File: config.mk
export PLATFORM = sky130hd
export DESIGN_NAME = acc_ctrl
export DESIGN_NICKNAME = d
export VERILOG_FILES = /design/src/acc_pkg.sv /design/src/acc_clk_div.sv /design/src/acc_ctrl.sv
export SDC_FILE = /design/constraint.sdc
export NUM_CORES = 1
export LEC_CHECK = 0
export BUFFER_PORTS_ARGS = -buffer_cell sky130_fd_sc_hd__buf_2
export CAP_MARGIN = 25
export CORE_MARGIN = 3
export CORE_UTILIZATION = 40
export DETAILED_ROUTE_END_ITERATION = 10
export PLACE_DENSITY_LB_ADDON = 0.15
export RECOVER_POWER = 100
export SLEW_MARGIN = 20
export SYNTH_ARGS = -nofsm -noshare
export SYNTH_HDL_FRONTEND = slang
export SYNTH_SLANG_ARGS = --single-unit
File: constraint.sdc
create_clock -name CORE_CLK -period 3 [get_ports CORE_CLK]
set_input_delay 0.75 -clock CORE_CLK [delete_from_list [all_inputs] [get_ports CORE_CLK]]
set_output_delay 0.75 -clock CORE_CLK [all_outputs]
set_load 0.005 [all_outputs]
File: src/acc_pkg.sv
// acc_pkg: register map, field positions and shared types for the converter control block
// assumes an 8-bit register port and a single system clock domain
package acc_pkg;

  // register offsets
  localparam logic [7:0] ACC_OFS_RES_LO  = 8'h78;
  localparam logic [7:0] ACC_OFS_RES_HI  = 8'h79;
  localparam logic [7:0] ACC_OFS_CSR_A   = 8'h7A;
  localparam logic [7:0] ACC_OFS_CSR_B   = 8'h7B;
  localparam logic [7:0] ACC_OFS_IN_SEL  = 8'h7C;

  // reset values
  localparam logic [7:0] ACC_RST_CSR_A   = 8'h00;
  localparam logic [7:0] ACC_RST_CSR_B   = 8'h00;
  localparam logic [7:0] ACC_RST_IN_SEL  = 8'h00;

  // control/status A fields
  localparam int ACC_A_ON    = 7;
  localparam int ACC_A_GO    = 6;
  localparam int ACC_A_AUTO  = 5;
  localparam int ACC_A_DONE  = 4;
  localparam int ACC_A_IRQEN = 3;
  localparam int ACC_A_DIV_H = 2;

  // control/status B fields
  localparam int ACC_B_HSM   = 7;
  localparam int ACC_B_CURRENT_SOURCE_INPUT  = 6;
  localparam int ACC_B_PIN   = 5;
  localparam int ACC_B_TRG_H = 3;

  // input select fields
  localparam int ACC_M_REF_H = 7;
  localparam int ACC_M_REF_L = 6;
  localparam int ACC_M_LEFT  = 5;
  localparam int ACC_M_CH_H  = 4;

  // channel codes
  localparam logic [4:0] ACC_CH_EXT_LAST = 5'h0A;
  localparam logic [4:0] ACC_CH_TEMP     = 5'h0B;
  localparam logic [4:0] ACC_CH_GAIN_CHANNEL_0     = 5'h0E;
  localparam logic [4:0] ACC_CH_GAIN_CHANNEL_2     = 5'h10;
  localparam logic [4:0] ACC_CH_GND      = 5'h12;

  localparam logic [3:0] ACC_TRG_FREE    = 4'h0;
  localparam int         ACC_TRG_NUM     = 14;

  // converter core timing and clocks
  localparam int ACC_CONV_CYCLES = 13;
  localparam int ACC_AMP_DIV     = 8;

  typedef enum logic [1:0] {
    ACC_REF_PIN,
    ACC_REF_SUPPLY,
    ACC_REF_INTERNAL,
    ACC_REF_RESERVED
  } acc_ref_t;

  // settings latched into the analog side for one conversion
  typedef struct packed {
    acc_ref_t   ref_src;
    logic       int_ref_on;
    logic [4:0] channel;
    logic       chan_valid;
  } acc_analog_cfg_t;

  typedef struct packed {
    logic [7:0] addr;
    logic [7:0] wdata;
    logic       wr;
    logic       rd;
  } acc_bus_req_t;

endpackage : acc_pkg

File: src/acc_clk_div.sv
// acc_clk_div: converter clock prescaler, gives one enable pulse per converter clock
// assumes the select code is stable enough; a change keeps the count, which wraps at once if already past the new end
`timescale 1ns/1ps
module acc_clk_div (
  // clock and reset
  input  wire logic       clk,
  input  wire logic       rst_n,
  input  wire logic       ce,
  // control
  input  wire logic       run,
  input  wire logic [2:0] div_sel,
  // tick out
  output logic            tick
);
  import acc_pkg::*;

  logic [6:0] cnt_q;
  logic [6:0] last;

  // divider decode, 000 and 001 give two
  always_comb begin
    if (div_sel <= 3'h1) begin
      last = 7'h01;
    end else begin
      last = 7'(( 8'h01 << div_sel) - 8'h01);
    end
  end

  always_ff @(posedge clk or negedge rst_n) begin
    if (!rst_n) begin
      cnt_q <= 7'h00;
    end else if (ce) begin
      if (!run || cnt_q >= last) begin
        cnt_q <= 7'h00;
      end else begin
        cnt_q <= cnt_q + 7'h01;
      end
    end
  end

  assign tick = ce && run && (cnt_q >= last);
endmodule // acc_clk_div

File: src/acc_ctrl.sv
// acc_ctrl: converter control, register file, triggering and result handling
// assumes the analog core delivers a 10-bit sample when asked; triggers arrive from pins
//
// Chosen here: the plain strobed port.
`timescale 1ns/1ps
// Summary of operation
// amplified channel auto trigger waits for next amplifier clock after trigger
// software rearms go bit after each amplified auto conversion
// reference select change applies only after conversion completes
// reference decoded from pin connect, current source and field; here decoded from the input select field only
// internal reference powered whenever converter enabled and reference internal
// alignment bit reshapes the result view immediately
// channel select change held off until conversion completes
// channel codes map external inputs, sensors, amplifiers; others reserved
// enable turns converter on; clear applies at end of conversion
// go bit launches single conversion, or first free-running one
// go reads one during conversion; writing zero ignored
// auto trigger uses selected source; clear returns single mode
// done flag set when result registers updated
// interrupt requested with flag, enable and global enable
// flag cleared by vector taken or writing one
// divider select sets converter clock; codes 000, 001 divide two
// auto start on rising edge of source flag; 0000 free runs
// low byte read locks result until high byte read
// writing zero to flag position keeps the flag
module acc_ctrl #(
  parameter int CONV_CYCLES = acc_pkg::ACC_CONV_CYCLES,
  parameter int AMP_DIV     = acc_pkg::ACC_AMP_DIV
) (
  // clock and reset
  input  wire logic                    CORE_CLK,
  input  wire logic                    RST_N,
  input  wire logic                    CLK_EN,
  // register port
  input  wire acc_pkg::acc_bus_req_t   BUS_REQ,
  output logic [7:0]                   BUS_RDATA,
  // processor side
  input  wire logic                    GLOBAL_IRQ_EN,
  input  wire logic                    IRQ_ACK,
  output logic                         IRQ_REQ,
  // trigger sources, asynchronous
  input  wire logic [13:0]             TRIG_SRC,
  // analog core
  input  wire logic [9:0]              SAMPLE_DATA,
  output acc_pkg::acc_analog_cfg_t     ANALOG_CFG,
  output logic                         CONV_ON,
  output logic                         SAMPLE_STROBE,
  output logic                         HIGH_SPEED,
  output logic                         CURRENT_SOURCE_ON,
  output logic                         REF_PIN_CONNECT
);
  import acc_pkg::*;

  typedef enum logic [1:0] {ACC_IDLE, ACC_WAIT_AMP, ACC_CONV} acc_state_t;

  logic [7:0]      csr_a_q, csr_b_q, in_sel_q;
  logic            go_q, done_q, on_q;
  logic [9:0]      result_q;
  logic            lock_q;
  logic [13:0]     trg_s1_q, trg_s2_q, trg_d_q;
  logic            trg_pend_q;
  logic            first_q;
  logic [4:0]      cyc_q;
  logic [2:0]      amp_q;
  acc_state_t      st_q;
  acc_analog_cfg_t cfg_q;
  acc_ref_t        ref_now;
  logic            div_tick, amp_tick, trg_edge, finish, wr_a, start_req, amp_chan;

  // decode of reference source from the input select field
  function automatic acc_ref_t ref_decode(input logic [1:0] f);
    case (f)
      2'b00:   ref_decode = ACC_REF_PIN;
      2'b01:   ref_decode = ACC_REF_SUPPLY;
      2'b11:   ref_decode = ACC_REF_INTERNAL;
      default: ref_decode = ACC_REF_RESERVED;
    endcase
  endfunction

  function automatic logic is_amp(input logic [4:0] ch);
    is_amp = (ch >= ACC_CH_GAIN_CHANNEL_0) && (ch <= ACC_CH_GAIN_CHANNEL_2);
  endfunction

  assign wr_a = BUS_REQ.wr && BUS_REQ.addr == ACC_OFS_CSR_A;

  acc_clk_div u_div (
    .clk     (CORE_CLK),
    .rst_n   (RST_N),
    .ce      (CLK_EN),
    .run     (on_q),
    .div_sel (csr_a_q[ACC_A_DIV_H:0]),
    .tick    (div_tick)
  );

  // amplifier clock: converter clock divided by eight
  always_ff @(posedge CORE_CLK or negedge RST_N) begin
    if (!RST_N) begin
      amp_q <= 3'h0;
    end else if (CLK_EN && div_tick) begin
      amp_q <= amp_q + 3'h1;
    end
  end
  assign amp_tick = div_tick && (amp_q == 3'(AMP_DIV - 1));

  // trigger sync, two flops before any edge detect
  always_ff @(posedge CORE_CLK or negedge RST_N) begin
    if (!RST_N) begin
      trg_s1_q <= '0;
      trg_s2_q <= '0;
      trg_d_q  <= '0;
    end else if (CLK_EN) begin
      trg_s1_q <= TRIG_SRC;
      trg_s2_q <= trg_s1_q;
      trg_d_q  <= trg_s2_q;
    end
  end

  // rising edge start
  always_comb begin
    trg_edge = 1'b0;
    if (csr_b_q[ACC_B_TRG_H:0] != ACC_TRG_FREE && int'(csr_b_q[ACC_B_TRG_H:0]) < ACC_TRG_NUM) begin
      trg_edge = trg_s2_q[csr_b_q[ACC_B_TRG_H:0]] && !trg_d_q[csr_b_q[ACC_B_TRG_H:0]];
    end
  end

  // plain control registers
  always_ff @(posedge CORE_CLK or negedge RST_N) begin
    if (!RST_N) begin
      csr_a_q  <= ACC_RST_CSR_A;
      csr_b_q  <= ACC_RST_CSR_B;
      in_sel_q <= ACC_RST_IN_SEL;
    end else if (CLK_EN && BUS_REQ.wr) begin
      case (BUS_REQ.addr)
        ACC_OFS_CSR_A:  csr_a_q  <= BUS_REQ.wdata;
        ACC_OFS_CSR_B:  csr_b_q  <= BUS_REQ.wdata;
        ACC_OFS_IN_SEL: in_sel_q <= BUS_REQ.wdata;
        default:        csr_a_q  <= csr_a_q;
      endcase
    end
  end

  assign finish   = (st_q == ACC_CONV) && div_tick && (cyc_q == 5'(CONV_CYCLES - 1));
  assign amp_chan = is_amp(in_sel_q[ACC_M_CH_H:0]);

  // reference in force: live while idle, frozen for the running conversion
  assign ref_now = (st_q == ACC_IDLE) ? ref_decode(in_sel_q[ACC_M_REF_H:ACC_M_REF_L])
                                      : cfg_q.ref_src;

  // software start; R12: auto start sources
  always_comb begin
    start_req = 1'b0;
    if (wr_a && BUS_REQ.wdata[ACC_A_GO] && BUS_REQ.wdata[ACC_A_ON]) begin
      start_req = 1'b1;
    end else if (csr_a_q[ACC_A_AUTO] && on_q && !first_q) begin
      // amplified auto mode has no free running
      if (csr_b_q[ACC_B_TRG_H:0] == ACC_TRG_FREE && !amp_chan) begin
        start_req = 1'b1;
      end
    end
  end

  // conversion sequencer
  always_ff @(posedge CORE_CLK or negedge RST_N) begin
    if (!RST_N) begin
      st_q       <= ACC_IDLE;
      cyc_q      <= 5'h00;
      go_q       <= 1'b0;
      first_q    <= 1'b1;
      trg_pend_q <= 1'b0;
      // code 00000 is a real input, so the reset view is valid
      cfg_q      <= '{ref_src: ACC_REF_PIN, int_ref_on: 1'b0, channel: 5'h00, chan_valid: 1'b1};
    end else if (CLK_EN) begin
      // a powered-off converter never ticks, so a kept trigger would hang it
      if (trg_edge && csr_a_q[ACC_A_AUTO] && on_q) begin
        trg_pend_q <= 1'b1;
      end
      // R7: mux and reference follow the register only between conversions
      if (st_q == ACC_IDLE) begin
        cfg_q.ref_src    <= ref_now;
        cfg_q.channel    <= in_sel_q[ACC_M_CH_H:0];
        // codes above ground reserved
        cfg_q.chan_valid <= in_sel_q[ACC_M_CH_H:0] <= ACC_CH_GND;
      end
      case (st_q)
        ACC_IDLE: begin
          if (start_req || (trg_edge && csr_a_q[ACC_A_AUTO] && on_q) || (trg_pend_q && on_q)) begin
            // go reads one while busy
            go_q       <= 1'b1;
            first_q    <= 1'b0;
            trg_pend_q <= 1'b0;
            cyc_q      <= 5'h00;
            // amplified auto start waits on amplifier clock
            if (csr_a_q[ACC_A_AUTO] && amp_chan && !start_req) begin
              st_q <= ACC_WAIT_AMP;
            end else begin
              st_q <= ACC_CONV;
            end
          end
        end
        ACC_WAIT_AMP: begin
          if (amp_tick) begin
            st_q <= ACC_CONV;
          end
        end
        ACC_CONV: begin
          if (div_tick) begin
            cyc_q <= cyc_q + 5'h01;
          end
          if (finish) begin
            go_q <= 1'b0;
            st_q <= ACC_IDLE;
          end
        end
        default: st_q <= ACC_IDLE;
      endcase
      // internal reference powered with converter
      cfg_q.int_ref_on <= on_q && ref_now == ACC_REF_INTERNAL;
      if (!csr_a_q[ACC_A_ON] && st_q == ACC_IDLE) begin
        first_q <= 1'b1;
      end
    end
  end

  // off takes effect when idle or as the conversion finishes
  always_ff @(posedge CORE_CLK or negedge RST_N) begin
    if (!RST_N) begin
      on_q <= 1'b0;
    end else if (CLK_EN) begin
      if (csr_a_q[ACC_A_ON]) begin
        on_q <= 1'b1;
      end else if (st_q == ACC_IDLE || finish) begin
        on_q <= 1'b0;
      end
    end
  end

  // R18: result update unless low byte locked
  always_ff @(posedge CORE_CLK or negedge RST_N) begin
    if (!RST_N) begin
      result_q <= 10'h000;
      lock_q   <= 1'b0;
    end else if (CLK_EN) begin
      if (finish && !lock_q) begin
        result_q <= SAMPLE_DATA;
      end
      if (BUS_REQ.rd && BUS_REQ.addr == ACC_OFS_RES_HI) begin
        lock_q <= 1'b0;
      end else if (BUS_REQ.rd && BUS_REQ.addr == ACC_OFS_RES_LO) begin
        lock_q <= 1'b1;
      end
    end
  end

  // done flag: set wins over both clears
  always_ff @(posedge CORE_CLK or negedge RST_N) begin
    if (!RST_N) begin
      done_q <= 1'b0;
    end else if (CLK_EN) begin
      if (finish && !lock_q) begin
        // flag on result update
        done_q <= 1'b1;
      end else if (IRQ_ACK || (wr_a && BUS_REQ.wdata[ACC_A_DONE])) begin
        // R19: only a one clears
        done_q <= 1'b0;
      end
    end
  end

  // read data: one cycle after strobe, R6 alignment applied live
  always_ff @(posedge CORE_CLK or negedge RST_N) begin
    if (!RST_N) begin
      BUS_RDATA <= 8'h00;
    end else if (CLK_EN) begin
      BUS_RDATA <= 8'h00;
      if (BUS_REQ.rd) begin
        case (BUS_REQ.addr)
          ACC_OFS_RES_LO: BUS_RDATA <= in_sel_q[ACC_M_LEFT] ? {result_q[1:0], 6'h00}
                                                             : result_q[7:0];
          ACC_OFS_RES_HI: BUS_RDATA <= in_sel_q[ACC_M_LEFT] ? result_q[9:2]
                                                             : {6'h00, result_q[9:8]};
          ACC_OFS_CSR_A:  BUS_RDATA <= {csr_a_q[ACC_A_ON], go_q, csr_a_q[ACC_A_AUTO], done_q,
                                        csr_a_q[ACC_A_IRQEN:0]};
          ACC_OFS_CSR_B:  BUS_RDATA <= {csr_b_q[7:5], 1'b0, csr_b_q[ACC_B_TRG_H:0]};
          ACC_OFS_IN_SEL: BUS_RDATA <= in_sel_q;
          default:        BUS_RDATA <= 8'h00;
        endcase
      end
    end
  end

  // interrupt request
  assign IRQ_REQ           = done_q && csr_a_q[ACC_A_IRQEN] && GLOBAL_IRQ_EN;
  // loose reference bits drive the analog switches
  assign ANALOG_CFG        = cfg_q;
  assign CURRENT_SOURCE_ON = csr_b_q[ACC_B_CURRENT_SOURCE_INPUT];
  assign REF_PIN_CONNECT   = csr_b_q[ACC_B_PIN];
  assign HIGH_SPEED        = csr_b_q[ACC_B_HSM];
  assign CONV_ON           = on_q;
  assign SAMPLE_STROBE     = finish;
endmodule // acc_ctrl

### Word level (Yosys, flattened, before mapping)

Cells that the tools add are included.
W data, S select, Z words.

| storage, ports and cells | value |
|---|---|
| bits in registers | 116 |
| bits of input ports | 47 |
| logic and storage cells | 152 |

| cells by class | value |
|---|---|
| add/subtract/negate cells | 4 |
| order comparisons | 7 |
| equality and inequality tests | 16 |
| shift-type cells | 1 |
| mux-type cells | 39 |
| reductions and logical operators | 63 |

Operator list:

| kind | count |
|---|---|
| $eq A8 B7 Y1 const B | 5 |
| $pmux W8 S5 | 1 |
| $logic_and A1 B1 Y1 | 29 |
| $mux W8 | 3 |
| $mux W1 | 20 |
| $reduce_and A2 Y1 | 8 |
| $mux W7 | 2 |
| $pmux W2 S3 | 2 |
| $reduce_and A4 Y1 | 3 |
| $reduce_bool A2 Y1 | 6 |
| $le A5 B5 Y1 const B | 2 |
| $mux W2 | 5 |
| $mux W5 | 2 |
| $pmux W5 S2 | 1 |
| $bmux W1 S4 | 2 |
| $ne A2 B2 Y1 const B | 4 |
| $add A7 B1 Y7 const B | 1 |
| $ge A7 B7 Y1 | 1 |
| $logic_not A1 Y1 | 7 |
| $shl A1 B3 Y7 const A | 1 |
| $sub A7 B1 Y7 const B | 1 |
| $eq A2 B2 Y1 const B | 3 |
| $add A5 B1 Y5 const B | 1 |
| $eq A5 B4 Y1 const B | 1 |
| 13 further kinds | 19 |

### Depth between registers and ports, before layout

Gate-level depths: netlist (run 1).

| logic depth | value |
|---|---|
| depth in word-level cells | 12 |
| mapped depth | 14 |

### Hierarchy

Synthesis (run 1) repeated with hierarchy kept, for this count alone.

| second synthesis, totals | value |
|---|---|
| cells, all modules | 469 |
| area total of the unflattened synthesis | 5496.5 µm² |

By module, submodules not included:

| module | times used | cells an instance | area an instance (µm²) |
|---|---|---|---|
| acc_ctrl | 1 | 402 | 4914.7 |
| acc_clk_div | 1 | 67 | 581.8 |

### Worst setup path after synthesis (run 1)

OpenSTA, ideal clock, no wires.

| path | value |
|---|---|
| kind | flip-flop to output port |
| from | register csr_a_q[2] |
| to | output port SAMPLE_STROBE |
| arrival time | 2542 ps |
| required time | 2250 ps |
| slack | -292 ps |
| stages on the path, launching flop included | 12 |
| path buffers | 1 |
| path through | dfrtp_1 clkbuf_1 or3_1 ha_1 xnor2_1 nand3_1 ha_1 and4_1 o21ai_1 o21ai_2 nand3_2 nor3_1 |

| between the ends | value |
|---|---|
| longest elaborated chain between the ends | 7 |
| elaborated cells between the ends (all ways) | 8 |

Ends and longest elaborated chain:

| what | RTL line | RTL |
|---|---|---|
| start, declared | acc_ctrl.sv:56 | `logic [7:0] csr_a_q, csr_b_q, in_sel_q;` |
| start signal, assigned | acc_ctrl.sv:134 | `ACC_OFS_CSR_A: csr_a_q <= BUS_REQ.wdata;` |
| start signal, assigned | acc_ctrl.sv:137 | `default: csr_a_q <= csr_a_q;` |
| $shl A1 B3 Y7 | acc_clk_div.sv:25 | `last = 7'(( 8'h01 << div_sel) - 8'h01);` |
| $sub A7 B1 Y7 | acc_clk_div.sv:25 |  |
| $mux W7 * | acc_clk_div.sv:22 | `if (div_sel <= 3'h1) begin` |
| $ge A7 B7 Y1 * | acc_clk_div.sv:41 | `assign tick = ce && run && (cnt_q >= last);` |
| $logic_and A1 B1 Y1 * | acc_clk_div.sv:41 |  |
| $logic_and A1 B1 Y1 * (2 in a row) | acc_ctrl.sv:142 | `assign finish = (st_q == ACC_CONV) && div_tick && (cyc_q == 5'(CONV_CYCLES - 1));` |
| end, declared | acc_ctrl.sv:47 | `output logic SAMPLE_STROBE,` |

Every way passes the cells marked *; elsewhere a longest branch is shown, timed or not.

### Final worst setup path (run 1)

| path | value |
|---|---|
| from | register csr_a_q[1] |
| to | output port SAMPLE_STROBE |

The elaborated chain is that of the path after synthesis.

==> results of run 1 <==
## registers in the layout (all words and copies together) (netlist names)
signal / cells
trg_d_q: 13
trg_s1_q: 13
trg_s2_q: 13
result_q: 10
ANALOG_CFG: 9
BUS_RDATA: 8
in_sel_q: 8
csr_b_q: 7
u_div.cnt_q: 7
csr_a_q: 6
cyc_q: 5
amp_q: 3
st_q: 2
CONV_ON: 1
done_q: 1
first_q: 1
go_q: 1
lock_q: 1
trg_pend_q: 1
## area by class of cell
class,instances,area (um^2),share of cell area
clock buffers,11,242.7,0.03800
clock inverters,5,35.03,0.005485
multi-input cells,309,2592,0.4059
flip-flops and latches,110,2755,0.4313
well taps,172,215.2,0.03369
inverters,15,56.30,0.008815
repair buffers,90,490.5,0.07679
## worst min-delay path: cells and delay by family, from the launching register on
family	cells	cell delay (ns)
flip-flops	1	0.37
buffers and inverters	1	0.04
AO/OA/AOI/OAI	1	0.06
## per-layer routing
metal  GRT usage  up-vias
li1            -     1855
met5           0        -
met4     0.07138        0
met3     0.03157       14
met2      0.2576       83
met1      0.2623     1925
## layout by cell type, fill, tap and decap left out, types with 5 or more instances in the layout
master	n
mux2_2	64
clkbuf_16	9
mux2_4	10
nand2_1	36
buf_2	56
inv_1	15
a31oi_1	6
o21ai_0	13
a21oi_1	9
nand4_1	5
nand3_1	9
nor2_1	20
ha_1	13
o2bb2ai_1	10
clkbuf_1	17
dfrtp_1	108
a22o_1	9
nor3b_1	5
buf_4	13
## synth_stat cells, drive strengths merged, types with 2 or more instances
cell type	number	area [um^2]
nand4b	3	41.29
buf	9	42.54
a221oi	2	17.52
nor4b	3	41.29
nand2b	3	18.77
a222oi	4	40.04
or4b	2	20.02
and2	4	25.02
nor2b	4	25.02
o211ai	3	22.52
o21ai	19	102.6
nor2	21	78.83
nor3b	5	37.54
dfrtp	108	2703
and4	2	17.52
a21o	2	15.01
nor4bb	2	20.02
nand2	36	135.1
xor2	3	26.28
a211o	2	17.52
nand3	10	55.05
a31oi	6	37.54
a22o	9	78.83
a21boi	2	15.02
and3	3	18.77
o31a	3	26.28
xnor2	4	35.03
ha	15	187.7
a211oi	5	42.54
inv	15	56.30
mux2i	4	40.04
a21oi	10	50.05
o32a	2	20.02
nor3	6	46.30
nand4	5	31.28
mux2	76	855.8
clkbuf	14	52.55
o2bb2ai	10	87.58
a22oi	2	15.01
dfstp	2	52.55
## final timing paths
path | end | depth (start not counted)
min | first_q | 2
max reg2reg | result_q[4] | 15
min in group asynchronous | trg_s1_q[4] | 1
max in group asynchronous | BUS_RDATA[6] | 2
max | SAMPLE_STROBE | 11
min reg2reg | first_q | 2
## power breakdown
part	switching (W)	internal (W)	leakage (nW)
clock	0.000548	0.000589	0.136
combinational	0.000268	0.000229	1.31
sequential	0.000104	0.00162	1.42
## kinds of logic (layout without fill, tap and decap cells)
group | count (synthesis) | after routing | synth area share
and+or+nand+nor | 114 | 114 | 0.1212
DFF | 110 | 110 | 0.5104
AOI/OAI and AO/OA | 92 | 92 | 0.1275
muxes | 80 | 80 | 0.1660
buffers and inverters | 38 | 121 | 0.02805
adders and majority gates | 15 | 15 | 0.03477
xor gates and xnor gates | 7 | 7 | 0.01136
other | 1 | 1 | 0.0006947
## per-stage QoR
step	hold slack (ns)	setup TNS, ns	worst slack, ns	std cells
CTS	0.3925	-4.445	-0.4900	710
global placement	0.4663	-0.06847	-0.05570	692
detailed placement	0.4670	-0.7158	-0.1457	692
finish	0.4774	-3.621	-0.4963	712
floorplan	0.4439	-0.8508	-0.1602	457
global route	0.4936	-13.41	-0.6427	712
## what timing repair did
action,4_1_cts,5_1_grt
endpoints found under the setup margin,11,18
gates cloned,1,0
buffers inserted,1,6
pin swaps,2,3
gates resized for setup,7,9
==> flow_summary.json, run 1 <==
{
  "insertion_delay_ns": 0.35,
  "report.final.slew_viol_count": 41,
  "cts_tree": "built",
  "final_util": 0.4941,
  "place.detailed.hpwl_um": 8949,
  "h-tree-depth": 3,
  "area_growth_pct": 18.34,
  "vias": 3877,
  "core_area_um2": 12930,
  "wl_met2_um": 5617,
  "r2r_slack_ns": -0.32,
  "status": "finished with violations",
  "rr_startpoint": "csr_a_q[1]",
  "fin_ws_ns": -0.4963,
  "clk_pin_slew_ns": 0.07,
  "overflow": 0,
  "min_period_ns": 3.496,
  "fp.dieH_um": 122.2,
  "yosysWarningCount": 0,
  "ys_types": 69,
  "post-route-period-util": 1.165,
  "num_rows": 41,
  "cap_violations": 1,
  "antennaDiodeCount": 0,
  "drive_above_1_share": 0.3389,
  "dieArea_um2": 14920,
  "start_util": 0.4175,
  "min-delay-start": "first_q",
  "final_hold_viol_count": 0,
  "grt_pass1_vias": 3893,
  "io_pins": 70,
  "hold_buffers": 0,
  "rsz0062_at_grt": "yes",
  "avgSynthCellArea_um2": 11.81,
  "syn_area_um2": 5398,
  "fmax_mhz": 286.0,
  "worstPathArrival_ns": 2.75,
  "drc": 0,
  "first_pass_iters": 5,
  "nFillCells": 1196,
  "cts_sinks": 110,
  "cp-start-kind": "flip-flop",
  "ys_seq_elements": 110,
  "antenna_found_initial": 0,
  "wl_um": 12430,
  "wl_met3_um": 491,
  "cts_buffers": 9,
  "cts.path.max_buffers": 2,
  "syn_inst": 457,
  "drt-met1-wl_um": 6100,
  "place.gp.congestion": 0.8317,
  "nets": 597,
  "synth-edff-count": 0,
  "power_w": 0.003356,
  "path_buf_inv": 1,
  "grt_max_degree": 50,
  "syn_nets": 519,
  "finish.instance_area_um2": 6387,
  "async_flop_share": 1.000,
  "skew_ns": 0.006748,
  "powerDensity_nw_per_um2": 525.4,
  "critical_path.startpoint": "csr_a_q[1]",
  "crit_required_ns": 2.25,
  "slew_headroom": -0.4417,
  "track_usage": 0.1773,
  "crit_type": "reg2out",
  "worst_pin_slew_ns": 2.163,
  "synth-main-ff-cell": "dfrtp_1",
  "port_buffers": 68,
  "via_per_inst": 5.445,
  "wl_per_cell_um": 17.46,
  "slowest_delay_ns": 0.40,
  "cp_max_fo": 4,
  "yosysSeqAreaShare": 0.5104,
  "crit_family": "simple AND/OR/NAND/NOR gates",
  "grt_pass1_wl_um": 20390,
  "crit_chain": "or3_4, ha_4, xor2_1, nand2_1, ha_4, and4_1, o21ai_2, o21ai_2, nand3_2, nor3_4, buf_2",
  "violations": "capacitance limit, slew limit, setup timing",
  "die_x_um": 122.2,
  "cp_slowest_cell": "or3_4",
  "top_layer": "met4",
  "place_area_um2": 6065,
  "max-vdd-ir-drop_mv": 0.2321,
  "postRouteAntennaNets": 0,
  "worstHoldPathType": "reg2reg",
  "leakage_nw": 2.871,
  "end_kind": "output pin",
  "drt_iter0_markers": 267,
  "cts_root_buf": "clkbuf_16",
  "setup_viol": 12
}
(Power assumes the default switching activity.)
==> inputs of run 2 (changes only) <==
==> constraint.sdc (replaced) <==
create_clock -name CORE_CLK -period 3.4 [get_ports CORE_CLK]
set_input_delay 0.85 -clock CORE_CLK [delete_from_list [all_inputs] [get_ports CORE_CLK]]
set_output_delay 0.85 -clock CORE_CLK [all_outputs]
set_load 0.005 [all_outputs]
==> run 2 against run 1 <==
Effect of this change:
- the flow still finishes with violations (capacitance limit, slew limit, setup timing)
- register-to-register slack improved by 0.34 ns
- count of clock-buffer cells in the layout unchanged
- non-clock buffer count decreased by 6
- die area unchanged
- critical path type unchanged
- via count decreased by 1.3%
==> flow_summary.json, run 2 (same netlist as run 1, synthesis figures left out) <==
{
  "status": "finished with violations",
  "violations": "capacitance limit, slew limit, setup timing",
  "cp_slowest_cell": "or3_4",
  "start_util": 0.4175,
  "nFillCells": 1210,
  "crit_required_ns": 2.55,
  "critical_path.startpoint": "csr_a_q[0]",
  "core_area_um2": 12930,
  "grt_pass1_wl_um": 20310,
  "place.gp.congestion": 0.8476,
  "hold_ws_ns": 0.4734,
  "rr_startpoint": "csr_a_q[0]",
  "cp-start-kind": "flip-flop",
  "drive_above_1_share": 0.3052,
  "fp.dieH_um": 122.2,
  "cts_root_buf": "clkbuf_16",
  "first_pass_iters": 4,
  "worstHoldPathType": "reg2reg",
  "overflow": 0,
  "h-tree-depth": 3,
  "p_comb_frac": 0.141,
  "setup_viol": 1,
  "cts.path.max_buffers": 2,
  "rsz0062_at_grt": "yes",
  "p_int_w": 0.002158,
  "port_buffers": 68,
  "max-vdd-ir-drop_mv": 0.3750,
  "path_buf_inv": 1,
  "place.detailed.hpwl_um": 8873,
  "clk_pin_slew_ns": 0.08,
  "slowest_delay_ns": 0.40,
  "fmax_mhz": 280.1,
  "post-route-period-util": 1.050,
  "cts_buffers": 9,
  "worstPathArrival_ns": 2.72,
  "finish.instance_area_um2": 6245,
  "slew_headroom": -0.3197,
  "wl_um": 12240,
  "final_hold_viol_count": 0,
  "nets": 591,
  "tns_ns": -0.1706,
  "drc": 0,
  "wl_per_cell_um": 17.34,
  "leakage_nw": 2.829,
  "via_per_inst": 5.418,
  "report.final.slew_viol_count": 37,
  "die_x_um": 122.2,
  "antenna_found_initial": 0,
  "clock_power_share": 0.350,
  "powerDensity_nw_per_um2": 479.0,
  "min_period_ns": 3.571,
  "crit_type": "reg2out",
  "cts_tree": "built",
  "cp_common_cell": "o21ai_2",
  "skew_ns": 0.008551,
  "mostFrequentLayoutCells": "108 x dfrtp_1, 65 x mux2_2, 53 x buf_2",
  "track_usage": 0.1749,
  "place_area_um2": 5963,
  "io_pins": 70,
  "drt_iter0_markers": 245,
  "largestRegisters": "trg_d_q x13, trg_s1_q x13, trg_s2_q x13",
  "crit_chain": "or3_4, ha_4, xor2_1, nand2_1, ha_1, and4_1, o21ai_2, o21ai_2, nand3_2, nor3_4, buf_2",
  "fin_ws_ns": -0.1706,
  "grt_max_degree": 51,
  "power_frac_seq": 0.509,
  "worst_pin_slew_ns": 1.980,
  "cts_sinks": 110,
  "cap_violations": 1,
  "postRouteAntennaNets": 0,
  "area_growth_pct": 15.69,
  "vias": 3825,
  "end_kind": "output pin",
  "crit_family": "simple AND/OR/NAND/NOR gates",
  "p_sw_frac": 0.2784,
  "power.switching_w": 0.0008327,
  "min-delay-start": "first_q",
  "antennaDiodeCount": 0,
  "cp_max_fo": 4,
  "dieArea_um2": 14920,
  "insertion_delay_ns": 0.36,
  "final_common_cell": "dfrtp_1",
  "num_rows": 41,
  "hold_buffers": 0,
  "grt_pass1_vias": 3831
}
run 2: cell types whose count changed in the layout (fill, tap and decap cells not counted), moves of 2 or more:
cell      previous run  this run
mux2_4              10         0
mux2_1               2        11
buf_6                4         0
buf_2               56        53
inv_6                1         4
buf_4               13        11
clkbuf_2             0         2
clkinv_2             2         0
run 2: per-layer routing:
| layer | wire (um) | global-route usage | share of wire | vias up |
|---|---|---|---|---|
| met1 | 5915 | 0.2438 | 0.48 | 1895 |
| li1 | - | - | - | 1839 |
| met4 | 189 | 0.04969 | 0.015 | 0 |
| met3 | 569 | 0.05014 | 0.046 | 14 |
| met5 | 0 | 0 | 0 | - |
| met2 | 5564 | 0.2676 | 0.45 | 77 |
run 2: worst register-to-register path, stage by stage (launching register included):
cell and delay [ns]:
dfrtp_1 0.38, or3_4 0.40, ha_4 0.19, xor2_1 0.14
nand2_1 0.07, ha_1 0.29, and4_1 0.20, o21ai_2 0.07
o21ai_2 0.18, nand3_2 0.13, buf_4 0.18, buf_4 0.12
buf_4 0.14, nor4_2 0.18, buf_4 0.26, mux2_1 0.35
run 2: cell type report:
type                    count  area [um^2]  share of cell area
multi-input cells         309         2500              0.4003
inverters                  15        56.30            0.009016
repair buffers             84        429.2             0.06872
well taps                 172        215.2             0.03446
clock buffers              11        242.7             0.03887
clock inverters             5        46.29            0.007413
flip-flops and latches    110         2755              0.4412
run 2: through the flow:
| step | setup WS, ns | util | total power, W | cells |
|---|---|---|---|---|
| floorplan | 0.008201 | - | 0.001812 | 457 |
| global placement | 0.07239 | 0.4613 | 0.001953 | 686 |
| detailed placement | -0.005630 | 0.4613 | 0.001976 | 686 |
| CTS | -0.2352 | 0.4879 | 0.003040 | 704 |
| global route | -0.3337 | 0.4831 | 0.003146 | 706 |
| finish | -0.1706 | 0.4831 | 0.002991 | 706 |
run 2: power groups by stage:
| stage | sequential, W | clock, W | combinational (W) |
|---|---|---|---|
| floorplan | 0.00151 | 0 | 0.000299 |
| global placement | 0.00154 | 0 | 0.000412 |
| detailed placement | 0.00155 | 0 | 0.000429 |
| CTS | 0.00152 | 0.00108 | 0.000436 |
| global route | 0.00154 | 0.00113 | 0.000475 |
| finish | 0.00152 | 0.00105 | 0.000422 |
run 2: timing repair:
| item | in CTS | in global routing |
|---|---|---|
| endpoints found under the setup margin | 1 | 11 |
| setup buffers | 2 | 2 |
| gates resized for setup | 7 | 2 |
| pin swaps | 7 | 8 |
run 2: final timing paths:
check | to | slack [ns] | cells after the start
setup / recovery | SAMPLE_STROBE | -0.17 | 11
max in group asynchronous | cyc_q[3] | 0.63 | 2
min in group asynchronous | trg_s2_q[6] | 1.04 | 1
setup reg to reg | result_q[6] | 0.02 | 15
hold reg to reg | first_q | 0.47 | 2
hold / removal | first_q | 0.47 | 2
